==> src/dmd_pkg.sv <==
// Purpose: shared constants and types for the multiply datapath
// Assumes: 16-bit core data, 40-bit accumulator path
// Notes: op codes are sampled on the request strobe
package dmd_pkg;
   localparam int OPND_W = 16;
   localparam int MULT_W = 17;
   localparam int PROD_W = 33;
   localparam int ACC_W = 40;
   localparam int GUARD_LSB = 32;
   localparam int SHIFT_MAX = 16;
   localparam logic [39:0] ACC_RST = 40'h00_0000_0000;
   localparam logic [31:0] RES_RST = 32'h0000_0000;
   localparam logic [39:0] SAT_POS = 40'h7f_ffff_ffff;
   localparam logic [39:0] SAT_NEG = 40'h80_0000_0000;

   // operand sign modes: bit1 = operand a signed, bit0 = operand b signed
   typedef enum logic [1:0] {
      DMD_UU = 2'b00,
      DMD_US = 2'b01,
      DMD_SU = 2'b10,
      DMD_SS = 2'b11
   } dmd_sign_t;

   typedef enum logic [2:0] {
      DMD_OP_MUL = 3'b001,
      DMD_OP_MAC = 3'b010,
      DMD_OP_SHF = 3'b100
   } dmd_op_t;
endpackage

==> src/dmd_datapath.sv <==
// Purpose: fixed-point multiply, scale, shift and accumulate datapath of the core
// Assumes: operands come from the working registers, one op per cycle on op_valid
// Notes: results register one cycle after the request; no trap or saturation flags kept
`timescale 1ns/1ps
module dmd_datapath #(
   parameter int SHIFT_LIMIT = dmd_pkg::SHIFT_MAX
) (
   input wire logic clk_sys,
   input wire logic sys_rst,
   input wire logic op_valid,
   input wire dmd_pkg::dmd_op_t op_sel,
   input wire dmd_pkg::dmd_sign_t sign_mode,
   input wire logic frac_mode,
   input wire logic byte_mode,
   input wire logic acc_sel_b,
   input wire logic sat_en_a,
   input wire logic sat_en_b,
   input wire logic [15:0] opnd_a,
   input wire logic [15:0] opnd_b,
   input wire logic [39:0] shift_in,
   input wire logic shift_left,
   input wire logic [4:0] shift_amt,
   output logic [31:0] mul_result,
   output logic mul_done,
   output logic [39:0] product_ext,
   output logic [39:0] shift_out,
   output logic [39:0] accumulator_a,
   output logic [39:0] accumulator_b,
   output logic acc_a_guard_overflow_flag,
   output logic acc_b_guard_overflow_flag
);
   logic [16:0] mul_a;
   logic [16:0] mul_b;
   logic signed [33:0] raw_prod;
   logic [32:0] scaled;
   logic [39:0] prod40;
   logic [39:0] acc_src;
   logic [39:0] acc_sum;
   logic [39:0] acc_new;
   logic [39:0] shift_next;
   logic [4:0] amt;
   logic acc_sat_en;
   logic [7:0] a_byte;
   logic [7:0] b_byte;
   logic [15:0] ext_a;
   logic [15:0] ext_b;
   logic load_a;
   logic load_b;

   // byte mode narrows the operands before extension
   always_comb begin
      a_byte = opnd_a[7:0];
      b_byte = opnd_b[7:0];
      if (byte_mode) begin
         ext_a = sign_mode[1] ? {{8{a_byte[7]}}, a_byte} : {8'h00, a_byte};
         ext_b = sign_mode[0] ? {{8{b_byte[7]}}, b_byte} : {8'h00, b_byte};
      end else begin
         ext_a = opnd_a;
         ext_b = opnd_b;
      end
   end

   // 17th bit: sign copy or zero, chosen per operand
   assign mul_a = {sign_mode[1] & ext_a[15], ext_a};
   assign mul_b = {sign_mode[0] & ext_b[15], ext_b};

   // both inputs are true 17-bit two's complement after extension
   assign raw_prod = $signed(mul_a) * $signed(mul_b);

   // fractional keeps one sign bit by shifting out the duplicate
   always_comb begin
      if (frac_mode) begin
         scaled = {raw_prod[31:0], 1'b0};
      end else begin
         scaled = raw_prod[32:0];
      end
   end

   assign prod40 = {{7{scaled[32]}}, scaled};

   always_comb begin
      amt = (shift_amt > 5'(SHIFT_LIMIT)) ? 5'(SHIFT_LIMIT) : shift_amt;
      if (shift_left) begin
         shift_next = shift_in << amt;
      end else begin
         shift_next = $unsigned($signed(shift_in) >>> amt);
      end
   end

   // adder reads and writes the same selected accumulator
   assign acc_src = acc_sel_b ? accumulator_b : accumulator_a;
   assign acc_sum = acc_src + prod40;
   assign acc_sat_en = acc_sel_b ? sat_en_b : sat_en_a;

   // 40-bit saturation on signed overflow out of bit 39; 31-bit mode not modelled
   always_comb begin
      acc_new = acc_sum;
      if (acc_sat_en && (acc_src[39] == prod40[39]) && (acc_sum[39] != acc_src[39])) begin
         acc_new = acc_src[39] ? dmd_pkg::SAT_NEG : dmd_pkg::SAT_POS;
      end
   end

   always_ff @(posedge clk_sys or posedge sys_rst) begin
      if (sys_rst) begin
         mul_result <= dmd_pkg::RES_RST;
         product_ext <= dmd_pkg::ACC_RST;
         mul_done <= 1'b0;
      end else begin
         mul_done <= op_valid && (op_sel == dmd_pkg::DMD_OP_MUL);
         if (op_valid && (op_sel != dmd_pkg::DMD_OP_SHF)) begin
            product_ext <= prod40;
         end
         if (op_valid && (op_sel == dmd_pkg::DMD_OP_MUL)) begin
            mul_result <= byte_mode ? {16'h0000, scaled[15:0]} : scaled[31:0];
         end
      end
   end

   always_ff @(posedge clk_sys or posedge sys_rst) begin
      if (sys_rst) begin
         shift_out <= dmd_pkg::ACC_RST;
      end else if (op_valid && (op_sel == dmd_pkg::DMD_OP_SHF)) begin
         shift_out <= shift_next;
      end
   end

   // each accumulator is its own slot, so the unselected one cannot be disturbed
   assign load_a = op_valid && (op_sel == dmd_pkg::DMD_OP_MAC) && !acc_sel_b;
   assign load_b = op_valid && (op_sel == dmd_pkg::DMD_OP_MAC) && acc_sel_b;

   dmd_acc_slot #(
      .WIDTH(dmd_pkg::ACC_W),
      .GUARD_LO(dmd_pkg::GUARD_LSB)
   ) u_acc_a (
      .clk_sys(clk_sys),
      .sys_rst(sys_rst),
      .load(load_a),
      .acc_next(acc_new),
      .acc_reg(accumulator_a),
      .guard_ovf_reg(acc_a_guard_overflow_flag)
   );

   dmd_acc_slot #(
      .WIDTH(dmd_pkg::ACC_W),
      .GUARD_LO(dmd_pkg::GUARD_LSB)
   ) u_acc_b (
      .clk_sys(clk_sys),
      .sys_rst(sys_rst),
      .load(load_b),
      .acc_next(acc_new),
      .acc_reg(accumulator_b),
      .guard_ovf_reg(acc_b_guard_overflow_flag)
   );

   chk_mul_done_pulse: assert property (@(posedge clk_sys) disable iff (sys_rst)
      op_valid && op_sel == dmd_pkg::DMD_OP_MUL |=> mul_done)
      else $error("multiply done missing");
   chk_word_result: assert property (@(posedge clk_sys) disable iff (sys_rst)
      op_valid && op_sel == dmd_pkg::DMD_OP_MUL && !byte_mode && !frac_mode
      |=> mul_result == $past(raw_prod[31:0]))
      else $error("word product wrong");
   chk_byte_upper_zero: assert property (@(posedge clk_sys) disable iff (sys_rst)
      op_valid && op_sel == dmd_pkg::DMD_OP_MUL && byte_mode |=> mul_result[31:16] == 16'h0000)
      else $error("byte result upper half not zero");
   chk_sign_extend: assert property (@(posedge clk_sys) disable iff (sys_rst)
      op_valid && op_sel != dmd_pkg::DMD_OP_SHF
      |=> (&product_ext[39:32]) || !(|product_ext[39:32]))
      else $error("product not sign extended");
   chk_frac_lsb: assert property (@(posedge clk_sys) disable iff (sys_rst)
      op_valid && op_sel != dmd_pkg::DMD_OP_SHF && frac_mode |=> product_ext[0] == 1'b0)
      else $error("fractional product not shifted");
   chk_unsigned_pos: assert property (@(posedge clk_sys) disable iff (sys_rst)
      op_valid && op_sel == dmd_pkg::DMD_OP_MAC && sign_mode == dmd_pkg::DMD_UU
      |=> !product_ext[39])
      else $error("unsigned product negative");
   chk_acc_hold: assert property (@(posedge clk_sys) disable iff (sys_rst)
      op_valid && op_sel == dmd_pkg::DMD_OP_MAC && acc_sel_b |=> $stable(accumulator_a))
      else $error("unselected accumulator changed");
   chk_shift_left: assert property (@(posedge clk_sys) disable iff (sys_rst)
      op_valid && op_sel == dmd_pkg::DMD_OP_SHF && shift_left && shift_amt == 5'h01
      |=> shift_out == {$past(shift_in[38:0]), 1'b0})
      else $error("left shift by one wrong");
   chk_guard_flag: assert property (@(posedge clk_sys) disable iff (sys_rst)
      op_valid && op_sel == dmd_pkg::DMD_OP_MAC && !acc_sel_b
      |=> acc_a_guard_overflow_flag == !((&accumulator_a[39:32]) || !(|accumulator_a[39:32])))
      else $error("guard flag mismatch");
   chk_guard_flag_b: assert property (@(posedge clk_sys) disable iff (sys_rst)
      op_valid && op_sel == dmd_pkg::DMD_OP_MAC && acc_sel_b
      |=> acc_b_guard_overflow_flag == !((&accumulator_b[39:32]) || !(|accumulator_b[39:32])))
      else $error("guard flag b mismatch");
   chk_acc_hold_b: assert property (@(posedge clk_sys) disable iff (sys_rst)
      op_valid && op_sel == dmd_pkg::DMD_OP_MAC && !acc_sel_b |=> $stable(accumulator_b))
      else $error("unselected accumulator b changed");
   chk_mac_sum_a: assert property (@(posedge clk_sys) disable iff (sys_rst)
      op_valid && op_sel == dmd_pkg::DMD_OP_MAC && !acc_sel_b && !sat_en_a
      |=> accumulator_a == $past(accumulator_a) + product_ext)
      else $error("accumulate a sum wrong");
   chk_mac_sum_b: assert property (@(posedge clk_sys) disable iff (sys_rst)
      op_valid && op_sel == dmd_pkg::DMD_OP_MAC && acc_sel_b && !sat_en_b
      |=> accumulator_b == $past(accumulator_b) + product_ext)
      else $error("accumulate b sum wrong");
   chk_sat_pos_a: assert property (@(posedge clk_sys) disable iff (sys_rst)
      op_valid && op_sel == dmd_pkg::DMD_OP_MAC && !acc_sel_b && sat_en_a
      && !accumulator_a[39] && !prod40[39] |=> !accumulator_a[39])
      else $error("saturating accumulator a wrapped negative");
   chk_sat_pos_b: assert property (@(posedge clk_sys) disable iff (sys_rst)
      op_valid && op_sel == dmd_pkg::DMD_OP_MAC && acc_sel_b && sat_en_b
      && !accumulator_b[39] && !prod40[39] |=> !accumulator_b[39])
      else $error("saturating accumulator b wrapped negative");
   chk_shift_clamp: assert property (@(posedge clk_sys) disable iff (sys_rst)
      op_valid && op_sel == dmd_pkg::DMD_OP_SHF && shift_left && shift_amt > 5'h10
      |=> shift_out == {$past(shift_in[23:0]), 16'h0000})
      else $error("oversized shift not clamped");
   chk_shift_right: assert property (@(posedge clk_sys) disable iff (sys_rst)
      op_valid && op_sel == dmd_pkg::DMD_OP_SHF && !shift_left && shift_amt == 5'h01
      |=> shift_out == {$past(shift_in[39]), $past(shift_in[39:1])})
      else $error("right shift by one wrong");
   chk_mul_done_idle: assert property (@(posedge clk_sys) disable iff (sys_rst)
      !(op_valid && op_sel == dmd_pkg::DMD_OP_MUL) |=> !mul_done)
      else $error("multiply done without request");
   chk_result_hold: assert property (@(posedge clk_sys) disable iff (sys_rst)
      !(op_valid && op_sel == dmd_pkg::DMD_OP_MUL) |=> $stable(mul_result))
      else $error("multiply result changed without request");
   chk_shift_hold: assert property (@(posedge clk_sys) disable iff (sys_rst)
      !(op_valid && op_sel == dmd_pkg::DMD_OP_SHF) |=> $stable(shift_out))
      else $error("shift output changed without request");
   chk_prod_hold: assert property (@(posedge clk_sys) disable iff (sys_rst)
      !(op_valid && op_sel != dmd_pkg::DMD_OP_SHF) |=> $stable(product_ext))
      else $error("product changed without request");
   chk_signed_ext: assert property (@(posedge clk_sys) disable iff (sys_rst)
      sign_mode == dmd_pkg::DMD_SS |-> mul_a[16] == ext_a[15] && mul_b[16] == ext_b[15])
      else $error("signed operand not sign extended");
   chk_mixed_ext: assert property (@(posedge clk_sys) disable iff (sys_rst)
      sign_mode == dmd_pkg::DMD_SU |-> mul_a[16] == ext_a[15] && !mul_b[16])
      else $error("mixed operand extension wrong");
   chk_unsigned_ext: assert property (@(posedge clk_sys) disable iff (sys_rst)
      sign_mode == dmd_pkg::DMD_UU |-> !mul_a[16] && !mul_b[16])
      else $error("unsigned operand not zero extended");
   chk_byte_unsigned: assert property (@(posedge clk_sys) disable iff (sys_rst)
      op_valid && op_sel == dmd_pkg::DMD_OP_MUL && byte_mode && !frac_mode
      && sign_mode == dmd_pkg::DMD_UU
      |=> mul_result == $past(opnd_a[7:0]) * $past(opnd_b[7:0]))
      else $error("unsigned byte product wrong");
endmodule // dmd_datapath

// one accumulator with its guard overflow flag
module dmd_acc_slot #(
   parameter int WIDTH = dmd_pkg::ACC_W,
   parameter int GUARD_LO = dmd_pkg::GUARD_LSB
) (
   input wire logic clk_sys,
   input wire logic sys_rst,
   input wire logic load,
   input wire logic [WIDTH-1:0] acc_next,
   output logic [WIDTH-1:0] acc_reg,
   output logic guard_ovf_reg
);
   logic guard_ovf_next;

   // flag follows every adder pass into this slot, so a later clean sum clears it
   assign guard_ovf_next = !((&acc_next[WIDTH-1:GUARD_LO])
      || !(|acc_next[WIDTH-1:GUARD_LO]));

   always_ff @(posedge clk_sys or posedge sys_rst) begin
      if (sys_rst) begin
         acc_reg <= WIDTH'(dmd_pkg::ACC_RST);
      end else if (load) begin
         acc_reg <= acc_next;
      end
   end

   always_ff @(posedge clk_sys or posedge sys_rst) begin
      if (sys_rst) begin
         guard_ovf_reg <= 1'b0;
      end else if (load) begin
         guard_ovf_reg <= guard_ovf_next;
      end
   end

   chk_slot_hold: assert property (@(posedge clk_sys) disable iff (sys_rst)
      !load |=> $stable(acc_reg) && $stable(guard_ovf_reg))
      else $error("accumulator slot changed without load");
   chk_slot_load: assert property (@(posedge clk_sys) disable iff (sys_rst)
      load |=> acc_reg == $past(acc_next))
      else $error("accumulator slot missed its load");
   chk_slot_guard: assert property (@(posedge clk_sys) disable iff (sys_rst)
      load && (acc_next[WIDTH-1:GUARD_LO] == '0) |=> !guard_ovf_reg)
      else $error("guard flag set on clean sum");
endmodule // dmd_acc_slot

==> config.mk <==
export PLATFORM = sky130hd
export DESIGN_NAME = dmd_datapath
export DESIGN_NICKNAME = d
export VERILOG_FILES = /design/src/dmd_pkg.sv /design/src/dmd_datapath.sv
export SDC_FILE = /design/constraint.sdc
export NUM_CORES = 2
export LEC_CHECK = 0
export BUFFER_PORTS_ARGS = -buffer_cell sky130_fd_sc_hd__clkbuf_2
export CAP_MARGIN = 20
export CORE_ASPECT_RATIO = 0.75
export CORE_UTILIZATION = 56
export DETAILED_ROUTE_END_ITERATION = 12
export GPL_TIMING_DRIVEN = 0
export PLACE_DENSITY = 0.84
export SETUP_SLACK_MARGIN = 0.2
export SYNTH_ARGS = -nofsm -noshare
export SYNTH_HDL_FRONTEND = slang
export SYNTH_HIERARCHICAL = 1
export SYNTH_SLANG_ARGS = --single-unit
==> constraint.sdc <==
create_clock -name clk_sys -period 4.25 [get_ports clk_sys]
set_clock_uncertainty 0.05 [all_clocks]
set_input_delay 0.6375 -clock clk_sys [delete_from_list [all_inputs] [get_ports clk_sys]]
set_output_delay 0.6375 -clock clk_sys [all_outputs]
set_load 0.005 [all_outputs]
==> key figures <==
Status
  • Status: finished with violations
  • Failing checks: negative setup slack

Clock tree
  • Root Driver: clkbuf_16
  • CTS tree: yes
  • CTS clk-pin slew, worst paths: around 0.08 ns
  • Maximum buffer depth of the clock tree: 2
  • Total clock sinks: 188
  • Skew-Pair Late Insertion Delay: 0.48 ns
  • Htree depth: 4
  • CTS buffer count: 17
  • Hold buffer count at CTS: 0

Synthesis
  • Post-synth top area cell: fa_1
  • Post-synth top area share: roughly 23%
  • #FFs+latches synth: 188
  • Ys Warns: 6
  • Count leader, synth: inv_1
  • Synth Instances: 2871
  • Syn nets: 3370
  • Unique masters post-synth: 85
  • Area contributors post-synth: fa_1, dfrtp_1, mux2i_1, ha_1, mux2_2
  • Average size of a mapped cell: 8.87 sq um
  • Post-synth EDFFs: 0
  • Top_reg_cell synth: dfrtp_1
  • Synthesized area: 0.0255 sq mm
  • Sequential area share after synthesis: between 10% and 20%
  • Synth async-reset ratio: between 90% and 100%
  • Synth cell count leaders: inv_1, nand2_1, fa_1

Final layout
  • Final Core Density: approximately 74%
  • Final instance area: 0.0331 sq mm
  • Final #Nets: 3858
  • Area Growth Syn to Fin: 29.9%
  • Finished Layout Cells: 3961
  • Layout cells sized above 1: approximately a third

Timing
  • Max Fclk: 93.9 MHz
  • Fin crit share: 251%
  • RSZ-0062 raised after global routing: yes
  • Worst-margin pin slew: 1.14 ns
  • Slew HR: 23.9%
  • Final number of hold-violating endpoints: 0
  • Fin Setup TNS: -614.20 ns
  • Final setup viols: 131
  • Final Slew Violations: 0
  • Final WS setup: -6.40 ns
  • Tmin final: roughly 11 ns

Worst setup path
  • WP data arrival: 10.96 ns
  • CP Capture Type: flop
  • Cell repeated most along the worst path: fa_1
  • CP Launch Type: input pin
  • Slowest cell on the critical path: fa_1
  • Worst path max stage delay: ~0.6 ns
  • Worst-path maximum fanout: 7
  • Req. time, crit path: 4.56 ns
  • Crit path kind: input pin to flop

Place
  • Dpl cells: 3739
  • Placed cell area: 0.0284 sq mm
  • Detailed Place HPWL: 72200 um
  • I/O Buffers: 279
  • Routability congestion estimate: 1.06

Worst hold path
  • Worst Hold Class: input pin to async pin

Die
  • Die area: 0.0464 sq mm
  • Die Y: 187 um
  • Std cell rows: 67
  • Initial core utilization: 56.9%
  • Core region area: 0.0448 sq mm
  • Die extent in x: 248 um
  • Num ports: roughly 290

Global route
  • Vias in the first global route: 24863
  • Largest net degree at the start of global routing: 62
  • GRT Total Usage: 42.1%
  • Initial antenna violation count: 4
  • Final global-route overflow total: 0
  • First-pass GRT wire length: approximately 150000 um

Route
  • Drt initial violations: approximately 4100
  • Remaining DRCs: 0
  • WL/cell: 28.9 um
  • Final ANT Viol Nets: 0
  • Post-Route WL: approximately 110000 um
  • Drt pass-1 iters: 9
  • Via count: approximately 27000
  • Vias per cell: 6.89

Run
  • Max-cap violations: 0
-- cell usage in the layout (no fill, tap or decap), types with 67 or more instances in the layout --
master / n
fa_1: 267
mux2_4: 68
buf_4: 136
dfrtp_1: 188
ha_1: 84
mux2i_1: 146
mux2_2: 67
nand2_1: 311
nor2_1: 160
a21oi_1: 72
and2_1: 104
clkbuf_2: 271
o21ai_0: 178
clkbuf_1: 84
inv_1: 299
-- kinds of logic after synthesis --
logic type / count (synthesis) / synth area share [%]
simple gates: 800 / 14.8
fa+ha+maj: 409 / 28.7
mux: 306 / 13.3
buf+inv: 517 / 8.00
flops: 188 / 18.5
xor+xnor: 64 / 2.36
compound gates: 587 / 14.4
-- metal layers --
metal	vias to the layer above	global-route usage, %	share of wire, %
met4	0	21.9	9.6
met1	12996	56.3	34
li1	10541	-	-
met3	985	13.5	15
met5	-	0	0
met2	2778	60.9	41
-- worst paths after layout --
path / startpoint / endpoint / slack [ns] / cells past startpoint
hold reg to reg: shift_out[26]$_DFFE_PP0P_ / shift_out[26]$_DFFE_PP0P_ / 0.41 / 2
setup / recovery: byte_mode / u_acc_a/guard_ovf_reg$_DFFE_PP0P_ / -6.40 / 48
hold / removal: sys_rst / u_acc_b/acc_reg[33]$_DFFE_PP0P_ / 0.09 / 2
max in group asynchronous: sys_rst / shift_out[7]$_DFFE_PP0P_ / 3.13 / 3
setup reg to reg: u_acc_b/acc_reg[0]$_DFFE_PP0P_ / u_acc_a/guard_ovf_reg$_DFFE_PP0P_ / -1.68 / 18
min in group clk_sys: shift_out[26]$_DFFE_PP0P_ / shift_out[26]$_DFFE_PP0P_ / 0.41 / 2
-- critical path, delay by kind of cell --
kind                       cells  cell delay [ns]
AOI/OAI and AO/OA             13             2.41
xor gates and xnor gates       1             0.11
adders and majority gates      8             3.61
buffers and inverters         15             1.57
muxes                          1             0.23
and+or+nand+nor               10             2.34
-- per-stage QoR --
step                      setup slack [ns]  hold WS (ns)
final                                -6.40        0.0925
after global routing                 -6.52         0.119
after CTS                            -5.73         0.101
after detailed placement             -7.32         0.405
after global placement               -7.20         0.399
after floorplan                      -5.49         0.413
-- cell type report --
class | instances | area, sq um
multi-input combinational | 2166 | 21100
fill | 2733 | 11700
inverter | 346 | 1330
antenna | 3 | 7.51
clock inverter | 14 | 168
tap | 586 | 733
sequential | 188 | 4700
clock buffer | 18 | 429
buffer | 171 | 1350
timing repair buffer | 469 | 3270
-- what timing repair did --
action / 4_1_cts / 5_1_grt
gates resized for setup: 366 / 263
endpoints found under the setup margin: 135 / 137
setup buffers: 114 / 68
hold endpoints to repair: 0 / 0
cloned: 5 / 0
pin swaps: 129 / 134
Power is left out: the tool's default activity adds up to more than one toggle a clock period on the data nets, which glitch-free logic cannot reach.
